===== src/shared/dtc_pkg.sv =====
package dtc_pkg;

  // ****************************************************************
  // Register indices (byte address is four times the index)
  // ****************************************************************
  localparam logic [7:0] IDX_RUN_FLAG   = 8'h88;
  localparam logic [7:0] IDX_MODE       = 8'h89;
  localparam logic [7:0] IDX_LOW_ZERO   = 8'h8a;
  localparam logic [7:0] IDX_LOW_ONE    = 8'h8b;
  localparam logic [7:0] IDX_HIGH_ZERO  = 8'h8c;
  localparam logic [7:0] IDX_HIGH_ONE   = 8'h8d;
  localparam logic [7:0] IDX_IRQ_EN     = 8'ha8;
  localparam logic [7:0] IDX_IRQ_PRIO   = 8'hb8;

  // ****************************************************************
  // Reset values
  // ****************************************************************
  localparam logic [7:0] RST_REG        = 8'h00;
  localparam logic [7:0] RST_COUNT      = 8'h00;

  // ****************************************************************
  // Field positions
  // ****************************************************************
  localparam int MODE_FIELD_W = 4;
  localparam int MODE_GATE    = 3;
  localparam int MODE_CT      = 2;
  localparam int MODE_HI      = 1;
  localparam int BIT_TR0      = 4;
  localparam int BIT_TF0      = 5;
  localparam int BIT_ET0      = 1;
  localparam int BIT_PT0      = 1;
  localparam int BIT_EA       = 7;
  localparam int TIMER_STRIDE = 2;
  localparam int PRE_W        = 5;

  localparam logic [7:0] IP_MASK  = 8'h3f;
  localparam logic [7:0] RUN_MASK = 8'hf0;
  localparam logic [7:0] BYTE_MAX = 8'hff;
  localparam logic [4:0] PRE_MAX  = 5'h1f;

  // ****************************************************************
  // Timing and bus codes
  // ****************************************************************
  localparam int unsigned CLK_PER_TICK = 12;
  localparam logic [1:0]  RESP_OKAY    = 2'h0;
  localparam logic [1:0]  RESP_SLVERR  = 2'h2;

  typedef enum logic [1:0] {
    MODE_PRESCALE,
    MODE_SIXTEEN,
    MODE_RELOAD,
    MODE_SPLIT
  } dtc_mode_e;

endpackage


===== src/verilog/dtc_timers.sv =====
// Register access over AXI4-Lite was decided locally.
`timescale 1ns/1ps
module dtc_timers #(
  parameter int unsigned PRESCALE = dtc_pkg::CLK_PER_TICK,
  parameter int unsigned AW       = 12
) (
  input  wire logic          mclk,
  input  wire logic          sys_rst,
  input  wire logic [AW-1:0] s_axi_awaddr,
  input  wire logic          s_axi_awvalid,
  output logic               s_axi_awready,
  input  wire logic [31:0]   s_axi_wdata,
  input  wire logic [3:0]    s_axi_wstrb,
  input  wire logic          s_axi_wvalid,
  output logic               s_axi_wready,
  output logic [1:0]         s_axi_bresp,
  output logic               s_axi_bvalid,
  input  wire logic          s_axi_bready,
  input  wire logic [AW-1:0] s_axi_araddr,
  input  wire logic          s_axi_arvalid,
  output logic               s_axi_arready,
  output logic [31:0]        s_axi_rdata,
  output logic [1:0]         s_axi_rresp,
  output logic               s_axi_rvalid,
  input  wire logic          s_axi_rready,
  input  wire logic          count_pin_zero,
  input  wire logic          count_pin_one,
  input  wire logic          run_qualify_pin_zero,
  input  wire logic          run_qualify_pin_one,
  input  wire logic          vector_ack_zero,
  input  wire logic          vector_ack_one,
  output logic               timer_irq_zero,
  output logic               timer_irq_one,
  output logic               overflow_prio_zero,
  output logic               overflow_prio_one,
  output logic               baud_tick_one
);

  // ****************************************************************
  // Constants and checks
  // ****************************************************************
  localparam logic [3:0] DIV_LAST = 4'(PRESCALE - 1);
  localparam int         TICK_GAP = PRESCALE;
  localparam logic [AW-1:0] A_RUN_FLAG  =
    AW'({dtc_pkg::IDX_RUN_FLAG, 2'b00});
  localparam logic [AW-1:0] A_MODE      = AW'({dtc_pkg::IDX_MODE, 2'b00});
  localparam logic [AW-1:0] A_IRQ_EN    =
    AW'({dtc_pkg::IDX_IRQ_EN, 2'b00});
  localparam logic [AW-1:0] A_IRQ_PRIO  =
    AW'({dtc_pkg::IDX_IRQ_PRIO, 2'b00});
  localparam logic [AW-1:0] A_LOW [2]  = '{
    AW'({dtc_pkg::IDX_LOW_ZERO, 2'b00}),
    AW'({dtc_pkg::IDX_LOW_ONE, 2'b00})};
  localparam logic [AW-1:0] A_HIGH [2] = '{
    AW'({dtc_pkg::IDX_HIGH_ZERO, 2'b00}),
    AW'({dtc_pkg::IDX_HIGH_ONE, 2'b00})};

  if (PRESCALE < 2 || PRESCALE > 16) begin : g_bad_prescale
    $error("PRESCALE must lie in 2..16");
  end
  if (AW < 10) begin : g_bad_aw
    $error("AW too small for the register map");
  end

  // ****************************************************************
  // State
  // ****************************************************************
  logic [7:0]  mode_q;
  logic [7:0]  ie_q;
  logic [7:0]  ip_q;
  logic [1:0]  run_q;
  logic [1:0]  tf_q;
  logic [7:0]  lo_q [2];
  logic [7:0]  hi_q [2];
  logic [7:0]  lo_d [2];
  logic [7:0]  hi_d [2];
  logic [1:0]  ovf;
  logic        hi_split_ovf;
  logic [1:0]  tf_set;
  logic [1:0]  en;
  logic [1:0]  prev_q;
  logic [1:0]  fall;
  logic [1:0]  irq_q;
  logic [3:0]  div_q;
  logic        tick;
  logic        baud_q;
  logic        split;

  logic          aw_have_q;
  logic          w_have_q;
  logic [AW-1:0] aw_addr_q;
  logic [31:0]   w_data_q;
  logic          w_lane0_q;
  logic          awready_q;
  logic          wready_q;
  logic          bvalid_q;
  logic [1:0]    bresp_q;
  logic          arready_q;
  logic          rvalid_q;
  logic [31:0]   rdata_q;
  logic [1:0]    rresp_q;
  logic          wr_fire;
  logic          wr_ok;
  logic [1:0]    wsel_lo;
  logic [1:0]    wsel_hi;
  logic          wsel_run;
  logic [7:0]    wbyte;
  logic [7:0]    rd_byte;
  logic          rd_hit;

  function automatic logic addr_hit(input logic [AW-1:0] a);
    addr_hit = (a == A_RUN_FLAG) || (a == A_MODE) || (a == A_IRQ_EN) ||
               (a == A_IRQ_PRIO) || (a == A_LOW[0]) || (a == A_LOW[1]) ||
               (a == A_HIGH[0]) || (a == A_HIGH[1]);
  endfunction

  // ****************************************************************
  // Bus slave: write side
  // ****************************************************************
  // Address and data are held until the response is accepted, so one
  // write at a time; either may arrive first.
  always_ff @(posedge mclk) begin
    if (sys_rst) begin
      aw_have_q <= 1'b0;
      awready_q <= 1'b0;
      aw_addr_q <= '0;
    end else if (s_axi_awvalid && awready_q) begin
      aw_have_q <= 1'b1;
      awready_q <= 1'b0;
      aw_addr_q <= s_axi_awaddr;
    end else if (bvalid_q && s_axi_bready) begin
      aw_have_q <= 1'b0;
    end else if (!aw_have_q) begin
      awready_q <= 1'b1;
    end
  end

  always_ff @(posedge mclk) begin
    if (sys_rst) begin
      w_have_q  <= 1'b0;
      wready_q  <= 1'b0;
      w_data_q  <= '0;
      w_lane0_q <= 1'b0;
    end else if (s_axi_wvalid && wready_q) begin
      w_have_q  <= 1'b1;
      wready_q  <= 1'b0;
      w_data_q  <= s_axi_wdata;
      w_lane0_q <= s_axi_wstrb[0];
    end else if (bvalid_q && s_axi_bready) begin
      w_have_q <= 1'b0;
    end else if (!w_have_q) begin
      wready_q <= 1'b1;
    end
  end

  assign wr_fire  = aw_have_q && w_have_q && !bvalid_q;
  assign wr_ok    = wr_fire && w_lane0_q;
  assign wbyte    = w_data_q[7:0];
  assign wsel_run = wr_ok && (aw_addr_q == A_RUN_FLAG);

  always_ff @(posedge mclk) begin
    if (sys_rst) begin
      bvalid_q <= 1'b0;
      bresp_q  <= dtc_pkg::RESP_OKAY;
    end else if (wr_fire) begin
      bvalid_q <= 1'b1;
      bresp_q  <= addr_hit(aw_addr_q) ? dtc_pkg::RESP_OKAY
                                      : dtc_pkg::RESP_SLVERR;
    end else if (s_axi_bready) begin
      bvalid_q <= 1'b0;
    end
  end

  // ****************************************************************
  // Bus slave: read side
  // ****************************************************************
  always_comb begin
    rd_hit  = addr_hit(s_axi_araddr);
    rd_byte = 8'h00;
    if (s_axi_araddr == A_RUN_FLAG)
      rd_byte = {tf_q[1], run_q[1], tf_q[0], run_q[0], 4'h0};
    else if (s_axi_araddr == A_MODE)
      rd_byte = mode_q;
    else if (s_axi_araddr == A_IRQ_EN)
      rd_byte = ie_q;
    else if (s_axi_araddr == A_IRQ_PRIO)
      rd_byte = ip_q & dtc_pkg::IP_MASK;
    else if (s_axi_araddr == A_LOW[0])
      rd_byte = lo_q[0];
    else if (s_axi_araddr == A_LOW[1])
      rd_byte = lo_q[1];
    else if (s_axi_araddr == A_HIGH[0])
      rd_byte = hi_q[0];
    else if (s_axi_araddr == A_HIGH[1])
      rd_byte = hi_q[1];
  end

  always_ff @(posedge mclk) begin
    if (sys_rst) begin
      arready_q <= 1'b0;
      rvalid_q  <= 1'b0;
      rdata_q   <= '0;
      rresp_q   <= dtc_pkg::RESP_OKAY;
    end else if (s_axi_arvalid && arready_q) begin
      arready_q <= 1'b0;
      rvalid_q  <= 1'b1;
      rdata_q   <= {24'h000000, rd_byte};
      rresp_q   <= rd_hit ? dtc_pkg::RESP_OKAY : dtc_pkg::RESP_SLVERR;
    end else if (rvalid_q && s_axi_rready) begin
      rvalid_q <= 1'b0;
    end else if (!rvalid_q) begin
      arready_q <= 1'b1;
    end
  end

  // ****************************************************************
  // Configuration registers
  // ****************************************************************
  always_ff @(posedge mclk) begin
    if (sys_rst) begin
      mode_q <= dtc_pkg::RST_REG;
      ie_q   <= dtc_pkg::RST_REG;
      ip_q   <= dtc_pkg::RST_REG;
    end else if (wr_ok) begin
      if (aw_addr_q == A_MODE)
        mode_q <= wbyte;
      if (aw_addr_q == A_IRQ_EN)
        ie_q <= wbyte;
      if (aw_addr_q == A_IRQ_PRIO)
        ip_q <= wbyte & dtc_pkg::IP_MASK;
    end
  end

  // ****************************************************************
  // Tick divider and pin edge detect
  // ****************************************************************
  always_ff @(posedge mclk) begin
    if (sys_rst)
      div_q <= 4'h0;
    else if (div_q == DIV_LAST)
      div_q <= 4'h0;
    else
      div_q <= div_q + 4'h1;
  end
  assign tick = (div_q == DIV_LAST);

  // Reset to low so a pin held low at reset release gives no false edge
  always_ff @(posedge mclk) begin
    if (sys_rst)
      prev_q <= 2'b00;
    else
      prev_q <= {count_pin_one, count_pin_zero};
  end
  assign fall = prev_q & ~{count_pin_one, count_pin_zero};

  assign split = (dtc_pkg::dtc_mode_e'(mode_q[dtc_pkg::MODE_HI -: 2])
                  == dtc_pkg::MODE_SPLIT);

  // ****************************************************************
  // Per-timer counters
  // ****************************************************************
  for (genvar i = 0; i < 2; i++) begin : g_tmr
    localparam int FB = i * dtc_pkg::MODE_FIELD_W;
    logic              gate;
    logic              ct;
    logic              qual;
    logic              frozen;
    logic              hi_en;
    dtc_pkg::dtc_mode_e mode;

    assign gate   = mode_q[FB + dtc_pkg::MODE_GATE];
    assign ct     = mode_q[FB + dtc_pkg::MODE_CT];
    assign mode   = dtc_pkg::dtc_mode_e'(mode_q[FB + dtc_pkg::MODE_HI -: 2]);
    assign qual   = (i == 0) ? run_qualify_pin_zero : run_qualify_pin_one;
    assign frozen = (i == 1) && (mode == dtc_pkg::MODE_SPLIT);
    assign en[i]  = run_q[i] && (!gate || qual) &&
                    (ct ? fall[i] : tick) && !frozen;
    // Split high byte is a pure clock-tick timer under timer one's run
    assign hi_en  = (i == 0) && split && run_q[1] && tick;

    always_comb begin
      lo_d[i] = lo_q[i];
      hi_d[i] = hi_q[i];
      ovf[i]  = 1'b0;
      if (en[i]) begin
        case (mode)
          dtc_pkg::MODE_PRESCALE: begin
            // Top three low bits are left alone and carry no meaning
            lo_d[i][4:0] = lo_q[i][4:0] + 5'h01;
            if (lo_q[i][4:0] == dtc_pkg::PRE_MAX) begin
              hi_d[i] = hi_q[i] + 8'h01;
              ovf[i]  = (hi_q[i] == dtc_pkg::BYTE_MAX);
            end
          end
          dtc_pkg::MODE_SIXTEEN: begin
            {hi_d[i], lo_d[i]} = {hi_q[i], lo_q[i]} + 16'h0001;
            ovf[i] = ({hi_q[i], lo_q[i]} == 16'hffff);
          end
          dtc_pkg::MODE_RELOAD: begin
            if (lo_q[i] == dtc_pkg::BYTE_MAX) begin
              lo_d[i] = hi_q[i];
              ovf[i]  = 1'b1;
            end else begin
              lo_d[i] = lo_q[i] + 8'h01;
            end
          end
          dtc_pkg::MODE_SPLIT: begin
            lo_d[i] = lo_q[i] + 8'h01;
            ovf[i]  = (lo_q[i] == dtc_pkg::BYTE_MAX);
          end
          default: begin
            lo_d[i] = lo_q[i];
          end
        endcase
      end
      if (hi_en)
        hi_d[i] = hi_q[i] + 8'h01;
      if (wr_ok && aw_addr_q == A_LOW[i])
        lo_d[i] = wbyte;
      if (wr_ok && aw_addr_q == A_HIGH[i])
        hi_d[i] = wbyte;
    end

    always_ff @(posedge mclk) begin
      if (sys_rst) begin
        lo_q[i] <= dtc_pkg::RST_COUNT;
        hi_q[i] <= dtc_pkg::RST_COUNT;
      end else begin
        lo_q[i] <= lo_d[i];
        hi_q[i] <= hi_d[i];
      end
    end

    // Set wins over a software clear and over the vector acknowledge
    always_ff @(posedge mclk) begin
      if (sys_rst) begin
        run_q[i] <= 1'b0;
        tf_q[i]  <= 1'b0;
      end else begin
        if (wsel_run)
          run_q[i] <= wbyte[dtc_pkg::BIT_TR0 + i * dtc_pkg::TIMER_STRIDE];
        if (tf_set[i])
          tf_q[i] <= 1'b1;
        else if (wsel_run)
          tf_q[i] <= wbyte[dtc_pkg::BIT_TF0 +
                           i * dtc_pkg::TIMER_STRIDE];
        else if ((i == 0) ? vector_ack_zero : vector_ack_one)
          tf_q[i] <= 1'b0;
      end
    end

    always_ff @(posedge mclk) begin
      if (sys_rst)
        irq_q[i] <= 1'b0;
      else
        irq_q[i] <= tf_q[i] && ie_q[dtc_pkg::BIT_EA] &&
                    ie_q[dtc_pkg::BIT_ET0 + i * dtc_pkg::TIMER_STRIDE];
    end
  end

  assign hi_split_ovf = split && run_q[1] && tick &&
                        (hi_q[0] == dtc_pkg::BYTE_MAX);
  assign tf_set[0] = ovf[0];
  assign tf_set[1] = split ? hi_split_ovf : ovf[1];

  always_ff @(posedge mclk) begin
    if (sys_rst)
      baud_q <= 1'b0;
    else
      baud_q <= ovf[1];
  end

  // ****************************************************************
  // Outputs
  // ****************************************************************
  assign s_axi_awready      = awready_q;
  assign s_axi_wready       = wready_q;
  assign s_axi_bvalid       = bvalid_q;
  assign s_axi_bresp        = bresp_q;
  assign s_axi_arready      = arready_q;
  assign s_axi_rvalid       = rvalid_q;
  assign s_axi_rdata        = rdata_q;
  assign s_axi_rresp        = rresp_q;
  assign timer_irq_zero     = irq_q[0];
  assign timer_irq_one      = irq_q[1];
  assign overflow_prio_zero = ip_q[dtc_pkg::BIT_PT0];
  assign overflow_prio_one  = ip_q[dtc_pkg::BIT_PT0 + dtc_pkg::TIMER_STRIDE];
  assign baud_tick_one      = baud_q;

  // ****************************************************************
  // Assertions
  // ****************************************************************
  property p_tick_period;
    @(posedge mclk) disable iff (sys_rst)
    tick |=> !tick ##(TICK_GAP - 1) tick;
  endproperty
  a_tick_period: assert property (p_tick_period)
    else $error("tick spacing differs from the prescale count");

  property p_event_count;
    @(posedge mclk) disable iff (sys_rst)
    (mode_q[3:0] == 4'h5 && run_q[0] && fall[0] && !wr_fire)
      |=> lo_q[0] == $past(lo_q[0]) + 8'h01;
  endproperty
  a_event_count: assert property (p_event_count)
    else $error("falling edge did not advance low byte zero");

  property p_reload;
    @(posedge mclk) disable iff (sys_rst)
    (mode_q[1:0] == 2'h2 && en[0] && lo_q[0] == 8'hff && !wr_fire)
      |=> lo_q[0] == $past(hi_q[0]) && tf_q[0] && hi_q[0] == $past(hi_q[0]);
  endproperty
  a_reload: assert property (p_reload)
    else $error("reload did not copy high byte or set flag");

  property p_prescale_ovf;
    @(posedge mclk) disable iff (sys_rst)
    (mode_q[1:0] == 2'h0 && en[0] && hi_q[0] == 8'hff &&
     lo_q[0][4:0] == 5'h1f && !wr_fire) |=> tf_q[0] && hi_q[0] == 8'h00;
  endproperty
  a_prescale_ovf: assert property (p_prescale_ovf)
    else $error("13-bit rollover did not set flag");

  property p_frozen;
    @(posedge mclk) disable iff (sys_rst)
    (mode_q[5:4] == 2'h3 && !wr_fire) |=>
      lo_q[1] == $past(lo_q[1]) && hi_q[1] == $past(hi_q[1]);
  endproperty
  a_frozen: assert property (p_frozen)
    else $error("timer one moved in mode 11");

  property p_gate;
    @(posedge mclk) disable iff (sys_rst)
    (mode_q[3] && !run_qualify_pin_zero) || !run_q[0] |-> !en[0];
  endproperty
  a_gate: assert property (p_gate)
    else $error("timer zero counted while gated off");

  property p_split_flag;
    @(posedge mclk) disable iff (sys_rst)
    (split && ovf[1] && !hi_split_ovf && !wsel_run && !tf_q[1])
      |=> !tf_q[1] && baud_q;
  endproperty
  a_split_flag: assert property (p_split_flag)
    else $error("timer one overflow set its flag while split");

  property p_ack_clear;
    @(posedge mclk) disable iff (sys_rst)
    (vector_ack_zero && !tf_set[0] && !wsel_run) |=> !tf_q[0];
  endproperty
  a_ack_clear: assert property (p_ack_clear)
    else $error("vector acknowledge did not clear flag zero");

  property p_irq;
    @(posedge mclk) disable iff (sys_rst)
    (tf_q[1] && ie_q[7] && ie_q[3]) |=> timer_irq_one;
  endproperty
  a_irq: assert property (p_irq)
    else $error("enabled flag one gave no interrupt");

  property p_write_wins;
    @(posedge mclk) disable iff (sys_rst)
    (wr_ok && aw_addr_q == A_LOW[0]) |=> lo_q[0] == $past(wbyte);
  endproperty
  a_write_wins: assert property (p_write_wins)
    else $error("count byte write lost to increment");

endmodule


===== config.mk =====
export PLATFORM = sky130hd
export DESIGN_NAME = dtc_timers
export DESIGN_NICKNAME = d
export VERILOG_FILES = /design/src/shared/dtc_pkg.sv /design/src/verilog/dtc_timers.sv
export SDC_FILE = /design/constraint.sdc
export NUM_CORES = 1
export LEC_CHECK = 0
export BUFFER_PORTS_ARGS = -buffer_cell sky130_fd_sc_hd__buf_2
export CAP_MARGIN = 20
export CORE_MARGIN = 5
export CORE_UTILIZATION = 40
export CTS_CLUSTER_SIZE = 8
export DETAILED_ROUTE_END_ITERATION = 8
export REMOVE_ABC_BUFFERS = 1
export SETUP_SLACK_MARGIN = 0.1
export SLEW_MARGIN = 5
export SYNTH_ARGS = -nofsm -noshare
export SYNTH_HDL_FRONTEND = slang
export SYNTH_SLANG_ARGS = --single-unit

===== constraint.sdc =====
create_clock -name mclk -period 5.9 [get_ports mclk]
set_input_delay 0.885 -clock mclk [delete_from_list [all_inputs] [get_ports mclk]]
set_output_delay 0.885 -clock mclk [all_outputs]
set_load 0.005 [all_outputs]

Word-level counts from Yosys, hierarchy flattened
Memories as Yosys holds them, arrays and structs flattened.
Index checks and enable logic that the tools add are counted.
{ "classes": {"n_addsub": 9, "mul": 0, "div_mod_pow": 0, "magnitude_cmp": 0, "eq_ne": 31, "shift": 0, "mux": 60, "bitwise_logic": 11, "n_reduce_logical": 63} }
{ "ops": {"columns": ["op", "count"], "rows": [
  ["$mux 8", 25],
  ["$eq 12x10->1 const B", 16],
  ["$pmux 5 s4", 2],
  ["$add 16x1->16 const B", 2],
  ["$add 8x1->8 const B", 4],
  ["$eq 16x16->1 const B", 2],
  ["$eq 8x8->1 const B", 4],
  ["$pmux 8 s2", 2],
  ["$logic_and 1x1->1", 25],
  ["$mux 1", 25],
  ["$pmux 3 s3", 2],
  ["$logic_or 1x1->1", 16],
  ["$reduce_and 2->1", 6],
  ["$add 5x1->5 const B", 2],
  ["$eq 5x5->1 const B", 2],
  ["$eq 2x2->1 const B", 4],
  ["$pmux 1 s4", 2],
  ["$reduce_bool 2->1", 4],
  ["$reduce_or 2->1", 4],
  ["$reduce_bool 3->1", 2],
  ["$not 1->1", 5],
  ["$add 4x1->4 const B", 1],
  ["$eq 2x1->1 const B", 2],
  ["$eq 4x4->1 const B", 1],
  ["6 further kinds", 14]
]} }
{ "totals": {"reg_bits": 75, "latch_bits": 0, "ram_bits": 32, "romBits": 0, "input_bits": 73, "out_inout_bits": 46, "wordCells": 201, "memories": 2} }
{ "memory_table": {"columns": ["memory", "depth", "width", "read_ports", "rd_clocked_by_memory_dff", "write_ports", "line", "rtl"], "rows": [
  ["hi_q", 2, 8, 2, 0, 2, "dtc_timers.sv:74", "logic [7:0] hi_q [2];"],
  ["lo_q", 2, 8, 2, 0, 2, "dtc_timers.sv:73", "logic [7:0] lo_q [2];"]
]} }

Logic depth before layout (Yosys ltp)
{ "logic_depth": {"depth_word": 9, "mapped_depth": 10, "ltp_nobuf": 9} }

Least setup slack after synthesis
OpenSTA, ideal clock, no wires.
{ "synth_path": {"kind": "input to register", "from": "input port s_axi_araddr[8]", "to": "register rdata_q[4], in the netlist s_axi_rdata[4]", "setup_time_ns": 0.103, "arrival_ns": 2.344, "required_ns": 5.797, "slack_ns": 3.453, "cell_stages": 7, "n_path_buf": 1, "path_cell_list": "or4b_1 > buf_6 > nor4_4 > nand2_2 > nor2_4 > a211oi_2 > a2111oi_2"} }
{ "synth_via": {"elab_chain_cells": 9, "elab_cells_between_ends": 16, "cone_classes": "8 x eq/ne; 8 x mux"} }
{ "synth_lines": {"columns": ["element", "line", "rtl"], "rows": [
  ["start: declaration", "dtc_timers.sv:19", "input wire logic [AW-1:0] s_axi_araddr,"],
  ["$eq 12x10->1", "dtc_timers.sv:194", "else if (s_axi_araddr == A_HIGH[1])"],
  ["$mux 8", "dtc_timers.sv:194", null],
  ["$mux 8", "dtc_timers.sv:192", "else if (s_axi_araddr == A_HIGH[0])"],
  ["$mux 8", "dtc_timers.sv:190", "else if (s_axi_araddr == A_LOW[1])"],
  ["$mux 8", "dtc_timers.sv:188", "else if (s_axi_araddr == A_LOW[0])"],
  ["$mux 8", "dtc_timers.sv:186", "else if (s_axi_araddr == A_IRQ_PRIO)"],
  ["$mux 8", "dtc_timers.sv:184", "else if (s_axi_araddr == A_IRQ_EN)"],
  ["$mux 8", "dtc_timers.sv:182", "else if (s_axi_araddr == A_MODE)"],
  ["$mux 8 *", "dtc_timers.sv:180", "if (s_axi_araddr == A_RUN_FLAG)"],
  ["end signal: assignment", "dtc_timers.sv:207", "rdata_q <= {24'h000000, rd_byte};"],
  ["end: declaration", "dtc_timers.sv:100", "logic [31:0] rdata_q;"]
]} }
Mark *: on every way between the ends. The rest lies on a longest branch, timed or not.
A chain may end at the register's enable or synchronous reset.

==> reports/qor.yml <==
run_status: "completed"
portBuffers: 65
tightestPinTransition_ns: 1.13
synth_area_leaders: "dfxtp_1 (34%), nand2_1 (5.6%), mux2i_1 (5.6%)"
grt_pass1_wl_um: 28500
drtIter0Drc: 554
cts_sinks: 105
fin_tns_setup_ns: 0
netlist.area_leader.share_pct: 33.6
grt_max_degree: 55
hold_violations: 0
rsz0062_at_grt: "false"
max-slew-margin-rel_pct: 24.4
maxCapViolCount: 0
first_global_vias: 5078
drcViolationCount: 0
die_area_um2: 18300
die_x_um: 135
fin_crit_sh_pct: 48.1
antenna_found_initial: 0
hold_buffers: 0
crit_type: "register to register"
initial_core_util_pct: 41.0
num_rows: 45
ctsResizeCount: 0
drt-pass1-iter-count: 5
r2r-end: "hi_q[1][6]"
skew_ns: 0.00668
cp_data_required_time_ns: 6.17
netlist_area_um2: 6260
fin_nets: 884
overflow: 0
hp-start: "s_axi_rdata[7]"
io_pins: 119
synth_cell_types: 84
reg2reg_from: "lo_q[1][0]"
syn_inst: 763
path_clk_slew_ns: 0.07
arrival_ns: 3.11
synth_top_area_cell: "dfxtp_1"
core_um2: 15300
synth_enable_flop_cells: 0
finalSetupViolations: 0
fin_crit_ns: 2.84
synthTopCellsByCount: "dfxtp_1 (105), nand2_1 (94), nor2_1 (79)"
slew_viol_final: 0
cts-root-buf: "clkbuf_16"
end_kind: "register"
ys_async_sr_fraction_pct: 0
drive_gt1_share_pct: 15.0
yosysSeqAreaShare_pct: 33.6
reg2reg_depth: 9
gp_congestion: 0.895
min_delay_worst_endpoint: "s_axi_rdata[7]"
power_density_nw_per_um2: 216
cts_tree: "done"
nFillCells: 1545
whs_ns: 0.453
dp_cells: 995
die_h_um: 135
synthFlopType: "dfxtp_1"
hp-class: "register to register"
yosysWarnings: 0
clockBufferDepth: 2
grtUsageTotal_pct: 19.7
yosys_register_bits: 105
ant_nets: 0
syn_avg_cell_area_um2: 8.21
insertion_delay_ns: 0.35
area_growth_pct: 9.49
vias_per_cell: 5.58
fmax_mhz: 353
wire_per_inst_um: 17.8
wl_um: 18000
critPathLaunchType: "register"
startpoint: "lo_q[1][0]"
dp_hpwl_um: 13100
yosysMostFrequentCell: "dfxtp_1"
leakagePower_nw: 2.55
rrSetupSlack_ns: 3.06
peakVddDrop_v: 0.000133
vias: 5639
crit_fanout: 7
htreeDepth: 3
cts_buffers: 9
post-cts-setup-buffers: 0
whs_path_depth: 2
instances_no_fill: 1011
antenna_cells: 0
-- worst max-delay path, stage by stage (launching register included) --
cell and delay, ns:
dfxtp_1 0.45, ha_1 0.35, and3_1 0.20, ha_1 0.20, mux2i_1 0.13, a2111oi_4 0.55
a21boi_2 0.35, nand4_1 0.14, xor2_1 0.17, a211oi_1 0.22
-- worst max-delay path by stage --
stage,endpoint,slack (ns)
3_5_place_dp,s_axi_rdata[4],2.80
6_report,hi_q[1][6],3.06
3_3_place_gp,s_axi_rdata[4],2.83
4_1_cts,hi_q[1][4],3.09
2_1_floorplan,s_axi_rdata[4],3.41
5_1_grt,hi_q[1][6],2.84
-- through the flow --
step	setup slack [ns]	util [%]	instance area, um2	total power, mW
floorplan	3.41	-	5950	0.804
detailed placement	2.80	42.9	6550	0.860
CTS	3.09	44.9	6860	1.49
global placement	2.83	42.9	6550	0.860
finish	3.06	44.9	6860	1.48
global route	2.84	44.9	6860	1.54
-- layer usage --
| metal | GRT usage, % | wire length [um] | up-vias |
|---|---|---|---|
| met4 | 7.50 | 465 | 0 |
| met5 | 0 | 0 | - |
| met2 | 28.2 | 7510 | 227 |
| met3 | 3.34 | 1420 | 31 |
| li1 | - | - | 2790 |
| met1 | 29.5 | 8640 | 2591 |
-- sequential cells by signal (all words and copies together), names as in the netlist, 2 cells and up --
signal       cells
w_data_q         8
ie_q             8
aw_addr_q       12
lo_q            16
s_axi_rdata      8
prev_q           2
mode_q           8
tf_q             2
run_q            2
ip_q             6
div_q            4
hi_q            16
-- cells in the final DEF (no fill, tap or decap), drive strengths merged, types with 18 or more instances in the layout --
| master | count |
|---|---|
| a211oi | 20 |
| a21oi | 57 |
| buf | 66 |
| conb | 26 |
| dfxtp | 105 |
| mux2i | 35 |
| nand2 | 96 |
| nand3 | 20 |
| nand4 | 18 |
| nor2 | 80 |
| nor3 | 29 |
| o21ai | 23 |
-- power by group --
part	switching [mW]	internal, mW	total (mW)
sequential	0.0231	0.723	0.746
combinational	0.0596	0.0382	0.0979
clock	0.289	0.347	0.637
total	0.372	1.11	1.48
-- cell type report --
cell class	instances	area (um2)	share of cell area, %
Multi-Input combinational cell	600	3800	55.4
Sequential cell	105	2100	30.7
Timing Repair Buffer	66	335	4.89
Tap cell	211	264	3.85
Clock buffer	10	239	3.48
Clock inverter	6	72.6	1.06
Inverter	13	48.8	0.712
-- cell families (layout without fill, tap and decap cells) --
| family | after synthesis | count (layout) | synth area share [%] |
|---|---|---|---|
| DFF | 105 | 105 | 33.6 |
| muxes | 41 | 41 | 6.67 |
| adders and majority gates | 16 | 16 | 3.20 |
| other | 1 | 26 | 0.0599 |
| AOI/OAI and AO/OA | 171 | 171 | 18.9 |
| xor gates and xnor gates | 18 | 18 | 2.52 |
| buffers and inverters | 83 | 95 | 7.33 |
| and+or+nand+nor | 328 | 328 | 27.8 |
Power figures use the tool's default switching activity.
